<file path="config.mk">
export PLATFORM = sky130hd
export DESIGN_NAME = btsf_flags
export DESIGN_NICKNAME = d
export VERILOG_FILES = /design/src/btsf_pkg.sv /design/src/btsf_uv_if.sv /design/src/btsf_flags.sv /design/src/btsf_uv_filter.sv
export VERILOG_INCLUDE_DIRS = /design/src
export SDC_FILE = /design/constraint.sdc
export NUM_CORES = 1
export LEC_CHECK = 0
export BUFFER_PORTS_ARGS = -buffer_cell sky130_fd_sc_hd__buf_2
export CAP_MARGIN = 20
export CELL_PAD_IN_SITES_DETAIL_PLACEMENT = 0
export CELL_PAD_IN_SITES_GLOBAL_PLACEMENT = 1
export CORE_UTILIZATION = 25
export DETAILED_ROUTE_END_ITERATION = 8
export PLACE_DENSITY_LB_ADDON = 0.1
export REMOVE_ABC_BUFFERS = 1
export SLEW_MARGIN = 25
export SYNTH_ARGS = -nofsm -noshare
export SYNTH_HDL_FRONTEND = slang
export SYNTH_HIERARCHICAL = 1
export SYNTH_SLANG_ARGS = --single-unit
</file>
<file path="constraint.sdc">
create_clock -name ref_clk_i -period 2.5 [get_ports ref_clk_i]
set_input_delay 0.125 -clock ref_clk_i [delete_from_list [all_inputs] [get_ports ref_clk_i]]
set_output_delay 0.125 -clock ref_clk_i [all_outputs]
set_load 0.01 [all_outputs]
</file>
<file path="src/btsf_consts.svh">
// Purpose: Offsets, field positions, reset values and timing figures of the flag block
// Assumes: 25 MHz system clock, 32-bit classic Wishbone register port
// Notes:   Definitions only
`ifndef BTSF_CONSTS_SVH
`define BTSF_CONSTS_SVH
// ************************************************************
// Register map (byte addresses)
// ************************************************************
`define BTSF_ADR_CTRL       4'h0
`define BTSF_ADR_STATUS     4'h4
`define BTSF_ADR_MODE       4'h8
// ************************************************************
// Status field positions
// ************************************************************
`define BTSF_ST_LOCAL       0
`define BTSF_ST_REMOTE      1
`define BTSF_ST_WAKE        2
`define BTSF_ST_PWRON       3
`define BTSF_ST_TWARN       4
`define BTSF_ST_TSHUT       5
`define BTSF_ST_TMO         6
`define BTSF_ST_BUSERR      7
`define BTSF_ST_UV_LO       8
`define BTSF_ST_UV_HI       10
`define BTSF_ST_ERROR       11
`define BTSF_ST_W           12
// ************************************************************
// Reset values and timing
// ************************************************************
`define BTSF_MODE_RST       3'h2
// Synchroniser reset: enable, bus and wake pin rest high
`define BTSF_SYNC_RST       10'h00d
`define BTSF_CLK_NS         40
`define BTSF_TX_LIMIT_NS    1500000
`define BTSF_UV_DET_NS      10000
`define BTSF_UV_REC_NS      20000
`define BTSF_CNT_W          16
`endif

</file>
<file path="src/btsf_pkg.sv">
// Purpose: Types shared by the flag block
// Assumes: Nothing beyond the constants header
// Notes:   Mode codes 5..7 are illegal
package btsf_pkg;
   // Operating modes of the transceiver
   typedef enum logic [2:0] {
      BTSF_NORMAL,
      BTSF_RX_ONLY,
      BTSF_STANDBY,
      BTSF_GOSLEEP,
      BTSF_SLEEP
   } btsf_mode_t;
endpackage : btsf_pkg

</file>
<file path="src/btsf_uv_if.sv">
// Purpose: Link between the core and one supply filter
// Assumes: Single clock domain
// Notes:   One instance per supply
`timescale 1ns/1ns
`default_nettype none
interface btsf_uv_if;
   logic low;   // Supply below threshold
   logic clr;   // Forced clear pulse
   logic flag;  // Under-voltage flag
   modport filt (input low, input clr, output flag);
   modport core (output low, output clr, input flag);
endinterface : btsf_uv_if
`default_nettype wire

</file>
<file path="src/btsf_flags.sv">
// Purpose: Internal flag logic of a single-channel bus transceiver
// Assumes: Comparator and pin inputs may be asynchronous; sync reset
// Notes:   Registers on classic Wishbone, one-cycle ack
//
// Local design decisions: register access over Wishbone and the register offsets.
`timescale 1ns/1ns
`default_nettype none
`include "btsf_consts.svh"
module btsf_flags #(
   parameter int TX_ACTIVE_LIMIT = `BTSF_TX_LIMIT_NS / `BTSF_CLK_NS   // Enable time limit
) (
   input  wire logic        ref_clk_i,
   input  wire logic        rst_i,
   input  wire logic        wb_cyc_i,
   input  wire logic        wb_stb_i,
   input  wire logic        wb_we_i,
   input  wire logic [3:0]  wb_adr_i,
   input  wire logic [3:0]  wb_sel_i,
   input  wire logic [31:0] wb_dat_i,
   output logic      [31:0] wb_dat_o,
   output logic             wb_ack_o,
   input  wire logic        tx_enable_n_i,
   input  wire logic        txd_i,
   input  wire logic        bus_rx_i,
   input  wire logic        wake_pin_i,
   input  wire logic        remote_wake_i,
   input  wire logic        temp_warn_i,
   input  wire logic        temp_shutdown_i,
   input  wire logic        bat_low_i,
   input  wire logic        core_low_i,
   input  wire logic        io_low_i,
   output logic             tx_on_o,
   output logic             error_out_n_o,
   output logic      [2:0]  mode_o
);
   // ************************************************************
   // Input synchronisers
   // ************************************************************
   localparam int NSYNC = 10;
   logic [NSYNC-1:0] raw;      // Raw asynchronous inputs
   logic [NSYNC-1:0] meta_r;   // First stage, read only by second stage
   logic [NSYNC-1:0] sync_r;   // Second stage, safe to use
   localparam logic [NSYNC-1:0] SYNC_RST = `BTSF_SYNC_RST;   // Pin idle levels
   assign raw = {io_low_i, core_low_i, bat_low_i, temp_shutdown_i, temp_warn_i,
                 remote_wake_i, wake_pin_i, bus_rx_i, txd_i, tx_enable_n_i};

   // Two flops per input
   generate
      for (genvar i = 0; i < NSYNC; i++) begin : g_sync
         always_ff @(posedge ref_clk_i) begin
            if (rst_i) begin
               meta_r[i] <= SYNC_RST[i];   // Idle level, no false edge after reset
               sync_r[i] <= SYNC_RST[i];
            end else begin
               meta_r[i] <= raw[i];
               sync_r[i] <= meta_r[i];
            end
         end
      end
   endgenerate
   logic tx_enable_n_n_s, txd_s, rx_s, wakepin_s, rwake_s, twarn_s, tsd_s;
   logic [2:0] low_s;          // Supply lows: io, core, bat
   assign {low_s, tsd_s, twarn_s, rwake_s, wakepin_s, rx_s, txd_s, tx_enable_n_n_s} = sync_r;
   // ************************************************************
   // Supply filters
   // ************************************************************
   localparam logic [`BTSF_CNT_W-1:0] DET_C = `BTSF_CNT_W'(`BTSF_UV_DET_NS / `BTSF_CLK_NS);
   localparam logic [`BTSF_CNT_W-1:0] REC_C = `BTSF_CNT_W'(`BTSF_UV_REC_NS / `BTSF_CLK_NS);
   btsf_uv_if uv_if [3] ();   // 0 battery, 1 core, 2 io
   logic [2:0] uv;            // Flags: io, core, bat
   logic       wake_set;      // Wake flag set this cycle

   generate
      for (genvar s = 0; s < 3; s++) begin : g_uv
         assign uv_if[s].low = low_s[s];
         assign uv_if[s].clr = wake_set;
         assign uv[s]        = uv_if[s].flag;
         btsf_uv_filter #(.DET_CYC(DET_C), .REC_CYC(REC_C)) u_filt (
            .ref_clk_i (ref_clk_i),
            .rst_i     (rst_i),
            .uv        (uv_if[s])
         );
      end
   endgenerate
   logic [2:0] uv_q_r;    // Previous flags for edge detect
   logic       uv_rise;   // Any flag newly set
   always_ff @(posedge ref_clk_i) begin
      if (rst_i) begin
         uv_q_r <= 3'h0;
      end else begin
         uv_q_r <= uv;
      end
   end
   assign uv_rise = |(uv & ~uv_q_r);
   // ************************************************************
   // Mode control
   // ************************************************************
   btsf_pkg::btsf_mode_t mode_r;        // Effective mode
   btsf_pkg::btsf_mode_t mode_prev_r;   // Mode one cycle ago
   logic lp, np, normal, lp_entry, normal_entry;
   logic wb_req, wb_wr, st_read;
   logic ack_r;

   assign normal       = (mode_r == btsf_pkg::BTSF_NORMAL);
   assign np           = normal || (mode_r == btsf_pkg::BTSF_RX_ONLY);
   assign lp           = !np;
   assign lp_entry     = lp && ((mode_prev_r == btsf_pkg::BTSF_NORMAL) ||
                                (mode_prev_r == btsf_pkg::BTSF_RX_ONLY));
   assign normal_entry = normal && (mode_prev_r != btsf_pkg::BTSF_NORMAL);

   // Wake beats supply overrides, as it clears the supply flags; both beat the host
   always_ff @(posedge ref_clk_i) begin
      if (rst_i) begin
         mode_r <= btsf_pkg::btsf_mode_t'(`BTSF_MODE_RST);
      end else if (wake_set) begin
         mode_r <= btsf_pkg::BTSF_STANDBY;
      end else if (uv[0] || uv[2]) begin
         mode_r <= btsf_pkg::BTSF_SLEEP;
      end else if (uv[1] && (mode_r != btsf_pkg::BTSF_SLEEP)) begin
         mode_r <= btsf_pkg::BTSF_STANDBY;
      end else if (wb_wr && (wb_adr_i == `BTSF_ADR_CTRL) && wb_sel_i[0] && !uv[1] &&
                   (wb_dat_i[2:0] <= 3'h4)) begin
         mode_r <= btsf_pkg::btsf_mode_t'(wb_dat_i[2:0]);
      end
   end

   // History of the mode for entry detection
   always_ff @(posedge ref_clk_i) begin
      if (rst_i) begin
         mode_prev_r <= btsf_pkg::btsf_mode_t'(`BTSF_MODE_RST);
      end else begin
         mode_prev_r <= mode_r;
      end
   end
   // ************************************************************
   // Wake flags
   // ************************************************************
   logic local_r, remote_r, wake_r, pwron_r;
   logic local_set, remote_set;
   assign local_set  = lp && !wakepin_s;
   assign remote_set = lp && rwake_s;
   assign wake_set   = (local_set && !local_r) || (remote_set && !remote_r);

   // Local and remote sources; a set beats the entry clear
   always_ff @(posedge ref_clk_i) begin
      if (rst_i) begin
         local_r  <= 1'b0;
         remote_r <= 1'b0;
      end else begin
         if (local_set) begin
            local_r <= 1'b1;
         end else if (lp_entry) begin
            local_r <= 1'b0;
         end
         if (remote_set) begin
            remote_r <= 1'b1;
         end else if (lp_entry) begin
            remote_r <= 1'b0;
         end
      end
   end

   // Combined wake flag
   always_ff @(posedge ref_clk_i) begin
      if (rst_i) begin
         wake_r <= 1'b0;
      end else if (wake_set) begin
         wake_r <= 1'b1;
      end else if (normal_entry || lp_entry || uv_rise) begin
         wake_r <= 1'b0;
      end
   end

   // Power-on flag starts set when the logic comes out of reset
   always_ff @(posedge ref_clk_i) begin
      if (rst_i) begin
         pwron_r <= 1'b1;
      end else if (normal_entry) begin
         pwron_r <= 1'b0;
      end
   end

   // ************************************************************
   // Thermal flags
   // ************************************************************
   logic twarn_r, tshut_r, tx_enable_n_q_r, tx_enable_n_fall;
   assign tx_enable_n_fall = tx_enable_n_q_r && !tx_enable_n_n_s;

   // Warning: set or clear only with healthy battery
   always_ff @(posedge ref_clk_i) begin
      if (rst_i) begin
         twarn_r <= 1'b0;
      end else if (!uv[0]) begin
         if (np && twarn_s) begin
            twarn_r <= 1'b1;
         end else if ((np && !twarn_s) || (lp && st_read)) begin
            twarn_r <= 1'b0;
         end
      end
   end

   // Shutdown: latched until cool and enable falls
   always_ff @(posedge ref_clk_i) begin
      if (rst_i) begin
         tshut_r <= 1'b0;
      end else if (np && tsd_s && !uv[0]) begin
         tshut_r <= 1'b1;
      end else if (np && !tsd_s && tx_enable_n_fall && !uv[0]) begin
         tshut_r <= 1'b0;
      end
   end

   // ************************************************************
   // Transmit timeout
   // ************************************************************
   logic [`BTSF_CNT_W-1:0] tx_cnt_r;   // Cycles with enable low in Normal
   logic                   tmo_r;

   // Count enable-low time; saturate at the limit
   always_ff @(posedge ref_clk_i) begin
      if (rst_i || tx_enable_n_n_s || !normal) begin
         tx_cnt_r <= '0;
      end else if (tx_cnt_r != `BTSF_CNT_W'(TX_ACTIVE_LIMIT)) begin
         tx_cnt_r <= tx_cnt_r + 16'h0001;
      end
   end

   // Timeout flag
   always_ff @(posedge ref_clk_i) begin
      if (rst_i || tx_enable_n_n_s || !normal) begin
         tmo_r <= 1'b0;
      end else if (tx_cnt_r == `BTSF_CNT_W'(TX_ACTIVE_LIMIT)) begin
         tmo_r <= 1'b1;
      end
   end

   // Driver is blocked by shutdown and timeout
   assign tx_on_o = normal && !tx_enable_n_n_s && !tshut_r && !tmo_r;

   // ************************************************************
   // Bus error
   // ************************************************************
   logic txd_q_r, smp_r, buserr_r;

   // Edge history of transmit data and enable
   always_ff @(posedge ref_clk_i) begin
      if (rst_i) begin
         txd_q_r  <= 1'b0;
         tx_enable_n_q_r <= 1'b1;
         smp_r    <= 1'b0;
      end else begin
         txd_q_r  <= txd_s;
         tx_enable_n_q_r <= tx_enable_n_n_s;
         smp_r    <= (txd_s != txd_q_r);   // Sample one cycle after edge
      end
   end

   // Compare bus against data at each sample point
   always_ff @(posedge ref_clk_i) begin
      if (rst_i || !tx_on_o) begin
         buserr_r <= 1'b0;
      end else if (smp_r) begin
         buserr_r <= (rx_s != txd_s);
      end
   end

   // ************************************************************
   // Summary error and error pin
   // ************************************************************
   logic error_r, faults;
   assign faults = buserr_r || twarn_r || tshut_r || tmo_r || (|uv);

   // Summary tracks the seven faults
   always_ff @(posedge ref_clk_i) begin
      if (rst_i) begin
         error_r <= 1'b0;
      end else begin
         error_r <= faults;
      end
   end

   // Error pin: summary in power modes, wake in low power
   always_ff @(posedge ref_clk_i) begin
      if (rst_i) begin
         error_out_n_o <= 1'b1;
      end else if (np) begin
         error_out_n_o <= !faults;
      end else begin
         error_out_n_o <= !(wake_r || wake_set);
      end
   end
   assign mode_o = mode_r;

   // ************************************************************
   // Wishbone slave
   // ************************************************************
   logic [`BTSF_ST_W-1:0] status;
   assign wb_req  = wb_cyc_i && wb_stb_i && !ack_r;
   assign wb_wr   = wb_req && wb_we_i;
   assign st_read = wb_req && !wb_we_i && (wb_adr_i == `BTSF_ADR_STATUS);
   assign status  = {error_r, uv, buserr_r, tmo_r, tshut_r, twarn_r,
                     pwron_r, wake_r, remote_r, local_r};
   assign wb_ack_o = ack_r;

   // Answer every request on the next edge
   always_ff @(posedge ref_clk_i) begin
      if (rst_i) begin
         ack_r <= 1'b0;
      end else begin
         ack_r <= wb_req;
      end
   end

   // Read data; unmapped addresses read zero
   always_ff @(posedge ref_clk_i) begin
      if (rst_i) begin
         wb_dat_o <= 32'h0;
      end else if (wb_req && !wb_we_i) begin
         unique case (wb_adr_i)
            `BTSF_ADR_CTRL, `BTSF_ADR_MODE: wb_dat_o <= {29'h0, mode_r};
            `BTSF_ADR_STATUS:               wb_dat_o <= {20'h0, status};
            default:                        wb_dat_o <= 32'h0;
         endcase
      end
   end
endmodule : btsf_flags
`default_nettype wire

</file>
<file path="src/btsf_uv_filter.sv">
// Purpose: Under-voltage flag with detection and recovery filters
// Assumes: low already synchronised
// Notes:   Forced clear beats everything and restarts the filter
`timescale 1ns/1ns
`default_nettype none
`include "btsf_consts.svh"
module btsf_uv_filter #(
   parameter logic [`BTSF_CNT_W-1:0] DET_CYC = 16'd250,  // Detection filter cycles
   parameter logic [`BTSF_CNT_W-1:0] REC_CYC = 16'd500   // Recovery filter cycles
) (
   input  wire logic ref_clk_i,
   input  wire logic rst_i,
   btsf_uv_if.filt   uv
);
   logic [`BTSF_CNT_W-1:0] cnt_r;   // Cycles spent opposite to the flag
   logic                   flag_r;  // Flag state

   assign uv.flag = flag_r;

   // Count while the supply disagrees with the flag; flip when filter time is met
   always_ff @(posedge ref_clk_i) begin
      if (rst_i || uv.clr || (uv.low == flag_r)) begin
         cnt_r <= '0;
      end else begin
         cnt_r <= cnt_r + 16'h0001;
      end
   end

   // Flag follows the filtered supply state
   always_ff @(posedge ref_clk_i) begin
      if (rst_i || uv.clr) begin
         flag_r <= 1'b0;
      end else if (uv.low && !flag_r && (cnt_r >= DET_CYC - 16'h0001)) begin
         flag_r <= 1'b1;
      end else if (!uv.low && flag_r && (cnt_r >= REC_CYC - 16'h0001)) begin
         flag_r <= 1'b0;
      end
   end
endmodule : btsf_uv_filter
`default_nettype wire

</file>
# == After elaboration in Yosys (flattened, before gate mapping) ==
# Index checks and enable logic that the tools add are counted.
# Widths: inputs -> output; s select.
# totals
register_bits,142
input_bits,55
# op_classes
add_sub_neg,4
n_lt_le_gt_ge,7
eq_ne,12
muxes,20
bitwise,3
n_reduce_logical,99
# op_table
operator,count
$add 16x1->16 const B,4
$ge 16x8->1 const B,3
$ge 16x9->1 const B,3
$logic_and 1x1->1,40
$pmux 12 s2,1
$logic_not 1->1,21
$logic_or 1x1->1,19
$eq 16x16->1 const B,1
$mux 1,16
$ne 16x16->1 const B,1
$reduce_bool 2->1,8
$mux 3,3
$eq 3x1->1 const B,2
$logic_not 3->1,2
$reduce_bool 3->1,2
$reduce_or 3->1,2
$eq 4x3->1 const B,1
$eq 4x4->1 const B,1
$logic_not 4->1,1
$reduce_or 2->1,2
$reduce_or 4->1,1
$and 3x3->3,1
$eq 1x1->1,3
$le 3x3->1 const B,1
5 further kinds,6

# == Logic depth before layout (Yosys ltp) ==
# Gate-level depths: netlist of run 1.
# depth
word_depth,10
mapped_depth,6

# == By module ==
# Netlist of run 1, hierarchy kept.
# by_module_without_submodules
mod,instances,cells_each,area_each_um2,seq_area_each_um2
btsf_flags,1,309,2885.3,1421.4
btsf_uv_filter at g_uv[0].u_filt ...,2,98,839.6,340.3
btsf_uv_filter at g_uv[2].u_filt,1,100,852.1,340.3

# == Least setup slack after synthesis of run 1 ==
# OpenSTA, ideal clock, no wires.
# synth_timing
path_type,register -> register
startpoint,register local_r
endpoint,register g_uv[0].u_filt.cnt_r[10]
setup_ns,0.128
arrival_ns,1.708
t_required_ns,2.372
path_slack_ns,0.665
stages_incl_launch_ff,7
path_buffers,2
path_cell_list,dfxtp_1 or2_2 a21oi_1 or3_1 clkbuf_1 clkbuf_1 nor2_1
# synth_between
elab_chain_len,5
# synth_rtl
item,line_no,rtl
"start, declared",btsf_flags.sv:138,"logic local_r, remote_r, wake_r, pwron_r;"
"start signal, assigned",btsf_flags.sv:147,local_r <= 1'b0;
"start signal, assigned",btsf_flags.sv:151,local_r <= 1'b1;
"start signal, assigned",btsf_flags.sv:153,local_r <= 1'b0;
$logic_not 1->1,btsf_flags.sv:142,assign wake_set = (local_set && !local_r) || (remote_set && !remote_r);
$logic_and 1x1->1,btsf_flags.sv:142,
$logic_or 1x1->1,btsf_flags.sv:142,
via uv_if[0].clr,btsf_uv_if.sv:8,logic clr;
$logic_or 1x1->1 (2 in a row),btsf_uv_filter.sv:22,if (rst_i || uv.clr || (uv.low == flag_r)) begin
"end signal, assigned",btsf_uv_filter.sv:25,cnt_r <= cnt_r + 16'h0001;
"end, declared",btsf_uv_filter.sv:15,logic [`BTSF_CNT_W-1:0] cnt_r;
# The timed path passes the listed nets, and every way through them passes these cells.
# A chain may end at the register's enable or synchronous reset.

# == Final worst setup path of run 1 ==
# layout_timing
startpoint,register mode_r[2] (netlist: mode_o[2])
endpoint,output port tx_on_o
# layout_between
elab_chain_len,4
# layout_rtl
item,line_no,rtl
"start, declared",btsf_flags.sv:98,btsf_pkg::btsf_mode_t mode_r;
"start signal, assigned",btsf_flags.sv:114,mode_r <= btsf_pkg::btsf_mode_t'(`BTSF_MODE_RST);
"start signal, assigned",btsf_flags.sv:116,mode_r <= btsf_pkg::BTSF_STANDBY;
"start signal, assigned",btsf_flags.sv:118,mode_r <= btsf_pkg::BTSF_SLEEP;
$logic_not 3->1,btsf_flags.sv:104,assign normal = (mode_r == btsf_pkg::BTSF_NORMAL);
$logic_and 1x1->1 (3 in a row),btsf_flags.sv:238,assign tx_on_o = normal && !tx_enable_n_n_s && !tshut_r && !tmo_r;
"end, declared",btsf_flags.sv:32,"output logic tx_on_o,"
# No other way between the ends.

==> results of run 1 <==
-- stage by stage --
| step | setup WS (ns) | total power [mW] | hold slack (ns) | instances | utilization |
|---|---|---|---|---|---|
| after global routing | 0.399 | 4.66 | 0.0460 | 954 | 0.310 |
| after CTS | 0.454 | 4.55 | 0.0199 | 954 | 0.310 |
| after global placement | 0.755 | 2.14 | 0.313 | 912 | 0.278 |
| after detailed placement | 0.714 | 2.15 | 0.315 | 912 | 0.278 |
| final | 0.486 | 4.47 | 0.0368 | 954 | 0.310 |
| after floorplan | 0.487 | 2.08 | 0.194 | 586 | - |
-- placed cells by master, fill, tap and decap left out, types with 10 or more instances in the layout --
cell type                       Yosys  routed
sky130_fd_sc_hd__buf_2              2      40
sky130_fd_sc_hd__conb_1             1      20
sky130_fd_sc_hd__nand2_1           39      39
sky130_fd_sc_hd__nor3_1            14      14
sky130_fd_sc_hd__xor2_1            15      15
sky130_fd_sc_hd__nand4_1           16      16
sky130_fd_sc_hd__ha_1              17      17
sky130_fd_sc_hd__inv_1             29      29
sky130_fd_sc_hd__xnor2_1           23      23
sky130_fd_sc_hd__dfxtp_1          122     122
sky130_fd_sc_hd__dlygate4sd3_1      0      10
sky130_fd_sc_hd__buf_4             20      11
sky130_fd_sc_hd__o21ai_0           18      18
sky130_fd_sc_hd__nor2_1            73      73
sky130_fd_sc_hd__or3_1             20      20
sky130_fd_sc_hd__clkbuf_16          0      17
sky130_fd_sc_hd__a21oi_1           24      24
sky130_fd_sc_hd__a22oi_1           11      11
sky130_fd_sc_hd__or2_2             10      10
sky130_fd_sc_hd__nor4_1            14      14
sky130_fd_sc_hd__nor2b_1           21      21
sky130_fd_sc_hd__nand3_1           20      20
-- what timing repair did --
action | in CTS | in global routing
buffers inserted | 0 | 0
hold buffers | 10 | 0
endpoints found under the hold margin | 10 | 0
endpoints found under the setup margin | 0 | 0
-- state kept, by name, indices dropped and copies added, names as in the netlist, 3 cells and up --
register	flops
uv_if.low	3
g_uv.u_filt/uv.flag	3
meta_r	10
mode_o	3
tx_cnt_r	16
uv_q_r	3
wb_dat_o	12
g_uv.u_filt/cnt_r	48
mode_prev_r	3
-- kinds of logic after synthesis --
family / count (synthesis) / synth area share
adder cells (fa/ha/maj): 17 / 0.0393
other: 1 / 0.000692
AO/OA/AOI/OAI: 79 / 0.0912
multiplexers: 5 / 0.00924
AND/OR/NAND/NOR: 276 / 0.285
flip-flops: 122 / 0.451
buffers and inverters: 67 / 0.0624
XOR/XNOR: 38 / 0.0614
-- worst max-delay path by stage --
| stage | endpoint | start | depth (start not counted) | slack, ns |
|---|---|---|---|---|
| after floorplan | twarn_r | wb_ack_o | 4 | 0.49 |
| after global placement | mode_o[1] | g_uv[1].u_filt/uv.flag | 4 | 0.76 |
| after detailed placement | mode_o[1] | g_uv[1].u_filt/uv.flag | 4 | 0.71 |
| after CTS | tx_on_o | mode_o[2] | 4 | 0.45 |
| after global routing | tx_on_o | mode_o[2] | 4 | 0.40 |
| final | tx_on_o | mode_o[2] | 4 | 0.49 |
-- worst min-delay path: cells and delay by family --
kind                   cells  cell delay, ns
AO/OA/AOI/OAI              1            0.08
AND/OR/NAND/NOR            1            0.08
buffers and inverters      1            0.12
-- per-layer routing --
metal / global-route usage / vias up
li1: - / 2199
met1: 0.148 / 1967
met2: 0.193 / 56
met3: 0.0336 / 7
met4: 0.0464 / 0
met5: 0 / -
-- layout make-up --
class	instances	area share
Clock buffer	17	0.0649
Timing Repair Buffer	61	0.0584
Sequential cell	122	0.373
Clock inverter	15	0.0218
Inverter	29	0.0166
Tap cell	275	0.0525
Multi-Input combinational cell	435	0.413
-- power by group --
group          switching [mW]  total [mW]  internal [mW]
registers              0.0121        1.98           1.97
clock network           0.971        2.36           1.38
logic                  0.0758       0.134         0.0578
total                    1.06        4.47           3.41
==> impl_metrics.csv, run 1 <==
group,metric,value,unit
run_status,status,"complete, no violations",
detailed_routing,detail-route-antenna-nets,0,
worst_hold_path,worst_hold_path_type,"primary input to register",
floorplan,cell_row_count,53,
global_route,grt_start_max_net_pins,40,
place,detailed_place_hpwl,8.67,mm
place,port_buffers,40,
worst_hold_path,timing.hold.worst_path_depth,3,
detailed_routing,route.met3.wl,403,um
timing,setup-violations-final,0,
global_route,gr-total-overflow,0,
clock_tree,tritoncts,"yes",
final_layout,layout.filler_cells,2184,
timing,rsz_0062_raised_after_global_routing,"no",
clock_tree,cts.clk_slew.worst_paths,0.06,ns
timing,final_period_minus_worst_setup_slack,2.01,ns
global_route,via_count_of_the_first_global_routing_pass,4063,
final_layout,multi_input_area,0.00271,mm^2
worst_setup_path,path_cells,"buf_4 -> or3_1 -> nor4_2 -> buf_2",
yosys,ys_warn_count,6,
floorplan,die-area,0.0223,mm^2
power_and_ir_drop,leakagePower,2.25,nW
timing,slew-limit-headroom,0.521,
place,detailed_place.area,0.00589,mm^2
timing,fin_crit_sh,0.806,
detailed_routing,postRouteWirelength,12.5,mm
timing,hold_violations,0,
global_route,gr_util_all_layers,0.119,
worst_setup_path,crit_family,"simple AND/OR/NAND/NOR gates",
worst_setup_path,rr_worst_depth,4,
detailed_routing,post-route-drc-count,0,
yosys,netlist-cell-type-count,64,
floorplan,core_footprint,0.0212,mm^2
detailed_routing,drt_pre_antenna_iters,4,
final_layout,register_area,0.00244,mm^2
timing,skew,0.00927,ns
timing,worstMarginPinSlew,0.718,ns
yosys,netlist.top_cell.by_area,"sky130_fd_sc_hd__dfxtp_1",
yosys,netlist_instances,605,
worst_setup_path,r2r_end,"mode_o[1]",
worst_hold_path,hold_path_startpoint,"wb_dat_i[2]",
clock_tree,clock_tree.root_cell,"sky130_fd_sc_hd__clkbuf_16",
yosys,syn_area,0.00542,mm^2
worst_setup_path,critical_path.slowest_cell,"sky130_fd_sc_hd__or3_1",
timing,setup_tns,0,ns
detailed_routing,detail_route.vias_per_cell,4.43,
place,gpl.final_weighted_congestion,0.708,
yosys,synth_top_cells_by_count,"sky130_fd_sc_hd__dfxtp_1 (122), sky130_fd_sc_hd__nor2_1 (73), sky130_fd_sc_hd__nand2_1 (39), sky130_fd_sc_hd__inv_1 (29), sky130_fd_sc_hd__a21oi_1 (24)",
yosys,post-synth-top-count-cell,"sky130_fd_sc_hd__dfxtp_1",
clock_tree,cts_made_buffers,17,
clock_tree,cts_max_level,4,
clock_tree,clock_tree_buf_depth,2,
clock_tree,clock_sinks,122,
worst_setup_path,crit_buf_inv,2,
worst_setup_path,critical_path.endpoint_type,"output port",
flow_run,drv_cap,0,
worst_setup_path,critical_path_arrival,1.89,ns
floorplan,horiz_die_dim,149,um
clock_tree,worstSkewPairLatency,0.42,ns
worst_hold_path,timing.hold.worst_endpoint,"mode_o[2]",
timing,timing.fmax,496,MHz
clock_tree,ctsResizeCount,0,
final_layout,layout.nets,738,
yosys,postSynth.topFlopCell,"sky130_fd_sc_hd__dfxtp_1",
detailed_routing,met2_length,5.73,mm
detailed_routing,routedLengthMet1,6.23,mm
yosys,async_flop_share,0,
detailed_routing,wl_per_cell,13.1,um
yosys,yosys-top-cells-area,"sky130_fd_sc_hd__dfxtp_1 (45%), sky130_fd_sc_hd__nor2_1 (5.1%), sky130_fd_sc_hd__ha_1 (3.9%)",
timing,final-max-slew-violation-count,0,
final_layout,final_layout_size_suffix_gt1_frac,0.171,
final_layout,layout.cell_area.non_filler,0.00655,mm^2
worst_setup_path,slowest_delay,0.52,ns
global_route,grt_antenna_before_repair,0,
yosys,synth.avg_cell_area,8.95,um^2
final_layout,insertedDiodeCount,0,
final_layout,layout-area-overhead-vs-synth,21.0,%
yosys,ys_seq_elements,122,
detailed_routing,dr.max_layer_used,"met4",
worst_setup_path,worst_r2r_startpoint,"g_uv[1].u_filt/uv.flag",
yosys,seq_area_frac_synth,0.451,
yosys,synth-edff-count,0,
worst_setup_path,reg2reg_slack,0.71,ns
global_route,grt_pass1_wl,20.3,mm
power_and_ir_drop,pwr_dens,682,mW/mm^2
detailed_routing,routed-via-count,4229,
floorplan,io_pins,93,
power_and_ir_drop,peakVddDrop,0.395,mV
floorplan,floorplan.initialDensity,0.256,
worst_setup_path,startpoint_type,"register",
yosys,synth_top_cell_area_share,0.451,
detailed_routing,drt-initial-drc-count,112,
floorplan,chipHeight,149,um
worst_setup_path,critical_path.max_fanout,8,
worst_setup_path,critical_path_class,"register to output port",
worst_setup_path,worstPathRequired,2.38,ns
Note: power is estimated with default switching activity, not from simulation.
==> run 2: changes to the inputs <==
- clock period: 2.5 -> 1.71 ns (I/O delays scaled with it)
==> run 2 against run 1 <==
Net effect:
- hold slack got worse by 0.0086 ns
- utilization rose by 2.4 points
- worst setup slack got worse by 0.42 ns
- clock skew fell by 0.0024 ns
- flip-flop and latch count did not move
- sequential share of layout area fell by 2.5 points
- first-iteration DRC count rose by 2.7%
- combinational power rose by 63%
- sequential power rose by 46%
- critical path depth did not move
- cell area rose by 7.6%
- non-clock buffer count rose by 49
- critical path type is now register to register
- highest routed layer unchanged
==> impl_metrics.csv, run 2 (same netlist as run 1, synthesis figures left out) <==
group,metric,value,unit
final_layout,final_cell_mix,"sky130_fd_sc_hd__dfxtp_1 (117), sky130_fd_sc_hd__nor2_1 (73), sky130_fd_sc_hd__buf_4 (53), sky130_fd_sc_hd__buf_2 (40), sky130_fd_sc_hd__nand2_1 (39)",
power_and_ir_drop,seqPwrFrac,0.431,
floorplan,cell_row_count,53,
final_layout,max_reg_flops,48,
place,port_buffers,40,
timing,skew,0.00686,ns
final_layout,register_name_with_the_most_flops,"g_uv.u_filt/cnt_r",
place,place_inst,956,
detailed_routing,postRouteWirelength,13.0,mm
detailed_routing,detail-route-antenna-nets,0,
place,gpl.final_weighted_congestion,0.711,
clock_tree,cts_max_level,4,
power_and_ir_drop,pwr_dens,953,mW/mm^2
final_layout,layout-area-overhead-vs-synth,30.2,%
power_and_ir_drop,p_int,5.27,mW
global_route,gr-total-overflow,0,
timing,fin_crit_sh,0.961,
worst_setup_path,slowest_delay,0.50,ns
detailed_routing,wl_per_cell,13.0,um
clock_tree,cts.clk_slew.worst_paths,0.06,ns
clock_tree,cts_made_buffers,17,
place,detailed_place.area,0.00627,mm^2
worst_setup_path,critical_path.endpoint_type,"register",
floorplan,io_pins,93,
global_route,via_count_of_the_first_global_routing_pass,4465,
global_route,gr_util_all_layers,0.126,
clock_tree,tritoncts,"yes",
floorplan,chipHeight,149,um
timing,rsz_0062_raised_after_global_routing,"no",
detailed_routing,routed-via-count,4414,
final_layout,layout.filler_cells,2207,
worst_setup_path,critical_path_class,"register to register",
floorplan,horiz_die_dim,149,um
power_and_ir_drop,p_clk_frac,0.537,
worst_setup_path,critical_path_arrival,1.98,ns
detailed_routing,detail_route.vias_per_cell,4.40,
floorplan,floorplan.initialDensity,0.256,
flow_run,drv_cap,0,
detailed_routing,drt-initial-drc-count,115,
final_layout,insertedDiodeCount,0,
worst_hold_path,worst_hold_path_type,"primary input to register",
power_and_ir_drop,leakagePower,2.54,nW
clock_tree,clock_tree_buf_depth,2,
timing,setup-violations-final,0,
timing,timing.fmax,608,MHz
timing,final-max-slew-violation-count,0,
timing,final_period_minus_worst_setup_slack,1.64,ns
global_route,grt_antenna_before_repair,0,
final_layout,layout.nets,787,
clock_tree,worstSkewPairLatency,0.41,ns
worst_setup_path,startpoint_type,"register",
global_route,grt_pass1_wl,22.0,mm
worst_setup_path,critical_path.max_fanout,6,
place,detailed_place_hpwl,9.46,mm
clock_tree,clock_tree.root_cell,"sky130_fd_sc_hd__clkbuf_16",
run_status,status,"complete, no violations",
final_layout,final_layout_size_suffix_gt1_frac,0.236,
timing,hold_violations,0,
detailed_routing,drt_pre_antenna_iters,4,
final_layout,layout_commonest_cell,"sky130_fd_sc_hd__dfxtp_1",
power_and_ir_drop,peakVddDrop,0.564,mV
floorplan,core_footprint,0.0212,mm^2
clock_tree,clock_sinks,122,
worst_setup_path,critical_path.slowest_cell,"sky130_fd_sc_hd__or4b_4",
worst_setup_path,path_cells,"and4_4 -> or4b_4 -> or3_1 -> a21oi_1",
worst_setup_path,crit_family,"simple AND/OR/NAND/NOR gates",
power_and_ir_drop,share_comb_of_total_power,0.032,
global_route,grt_start_max_net_pins,20,
worst_setup_path,crit_buf_inv,0,
power_and_ir_drop,power_switching,1.45,mW
worst_setup_path,worstPathRequired,2.05,ns
floorplan,die-area,0.0223,mm^2
final_layout,final-instance-count-excl-fill,1003,
final_layout,reg.largest.list,"g_uv.u_filt/cnt_r (48), tx_cnt_r (16), wb_dat_o (12)",
power_and_ir_drop,power.switching_fraction,0.216,
detailed_routing,post-route-drc-count,0,
final_layout,layout.cell_area.non_filler,0.00705,mm^2
run 2: worst register-to-register path: stages, from the launching register on:
cell and delay, ns:
sky130_fd_sc_hd__dfxtp_2 0.35, sky130_fd_sc_hd__and4_4 0.22, sky130_fd_sc_hd__or4b_4 0.50, sky130_fd_sc_hd__or3_1 0.37
sky130_fd_sc_hd__a21oi_1 0.14
run 2: layout make-up:
class	instances	area (um^2)	share of cell area
clock buffer	21	480	0.0681
clock inverter	11	119	0.0169
inverter	29	109	0.0154
multi-input combinational	435	2740	0.389
sequential	122	2450	0.347
tap	275	344	0.0488
timing repair buffer	110	808	0.115
run 2: power by group through the flow:
stage	clock network, mW	logic [mW]	registers (mW)
floorplan	0	0.0889	2.95
global placement	0	0.193	2.96
detailed placement	0	0.197	2.96
CTS	3.73	0.220	2.90
global route	3.88	0.245	2.90
finish	3.61	0.218	2.90
run 2: per-layer routing:
metal / routed length (um) / GRT usage / up-vias
met2: 6170 / 0.206 / 52
met1: 6350 / 0.159 / 2073
met5: 0 / 0 / -
met3: 395 / 0.0349 / 9
met4: 129 / 0.0398 / 0
li1: - / - / 2280
run 2: through the flow:
stage | setup WS, ns | hold WS [ns] | TNS (ns) | utilization | total power, mW
after floorplan | -0.303 | 0.155 | -1.75 | - | 3.04
after global placement | 0.0546 | 0.270 | 0 | 0.296 | 3.15
after detailed placement | 0.0268 | 0.273 | 0 | 0.296 | 3.15
after CTS | 0.00787 | 0.0178 | 0 | 0.332 | 6.84
after global routing | 0.00842 | 0.0354 | 0 | 0.333 | 7.02
final | 0.0665 | 0.0282 | 0 | 0.333 | 6.72
run 2: path summary, 6_finish.rpt:
kind	slack, ns	from	depth (start not counted)	to
worst max-delay path	0.07	g_uv[1].u_filt/cnt_r[8]	4	g_uv[1].u_filt/cnt_r[15]
worst min-delay path	0.03	rst_i	2	wb_dat_o[4]
worst max register to register	0.07	g_uv[1].u_filt/cnt_r[8]	4	g_uv[1].u_filt/cnt_r[15]
worst min register to register	0.41	meta_r[0]	1	tx_enable_n_n_s
run 2: repair_timing:
item,4_1_cts,5_1_grt
endpoints found under the setup margin,1,8
pin swaps,2,1
buffers inserted,3,0
hold buffers,13,0
endpoints found under the hold margin,12,0
gates resized for setup,5,6
gates cloned,0,0
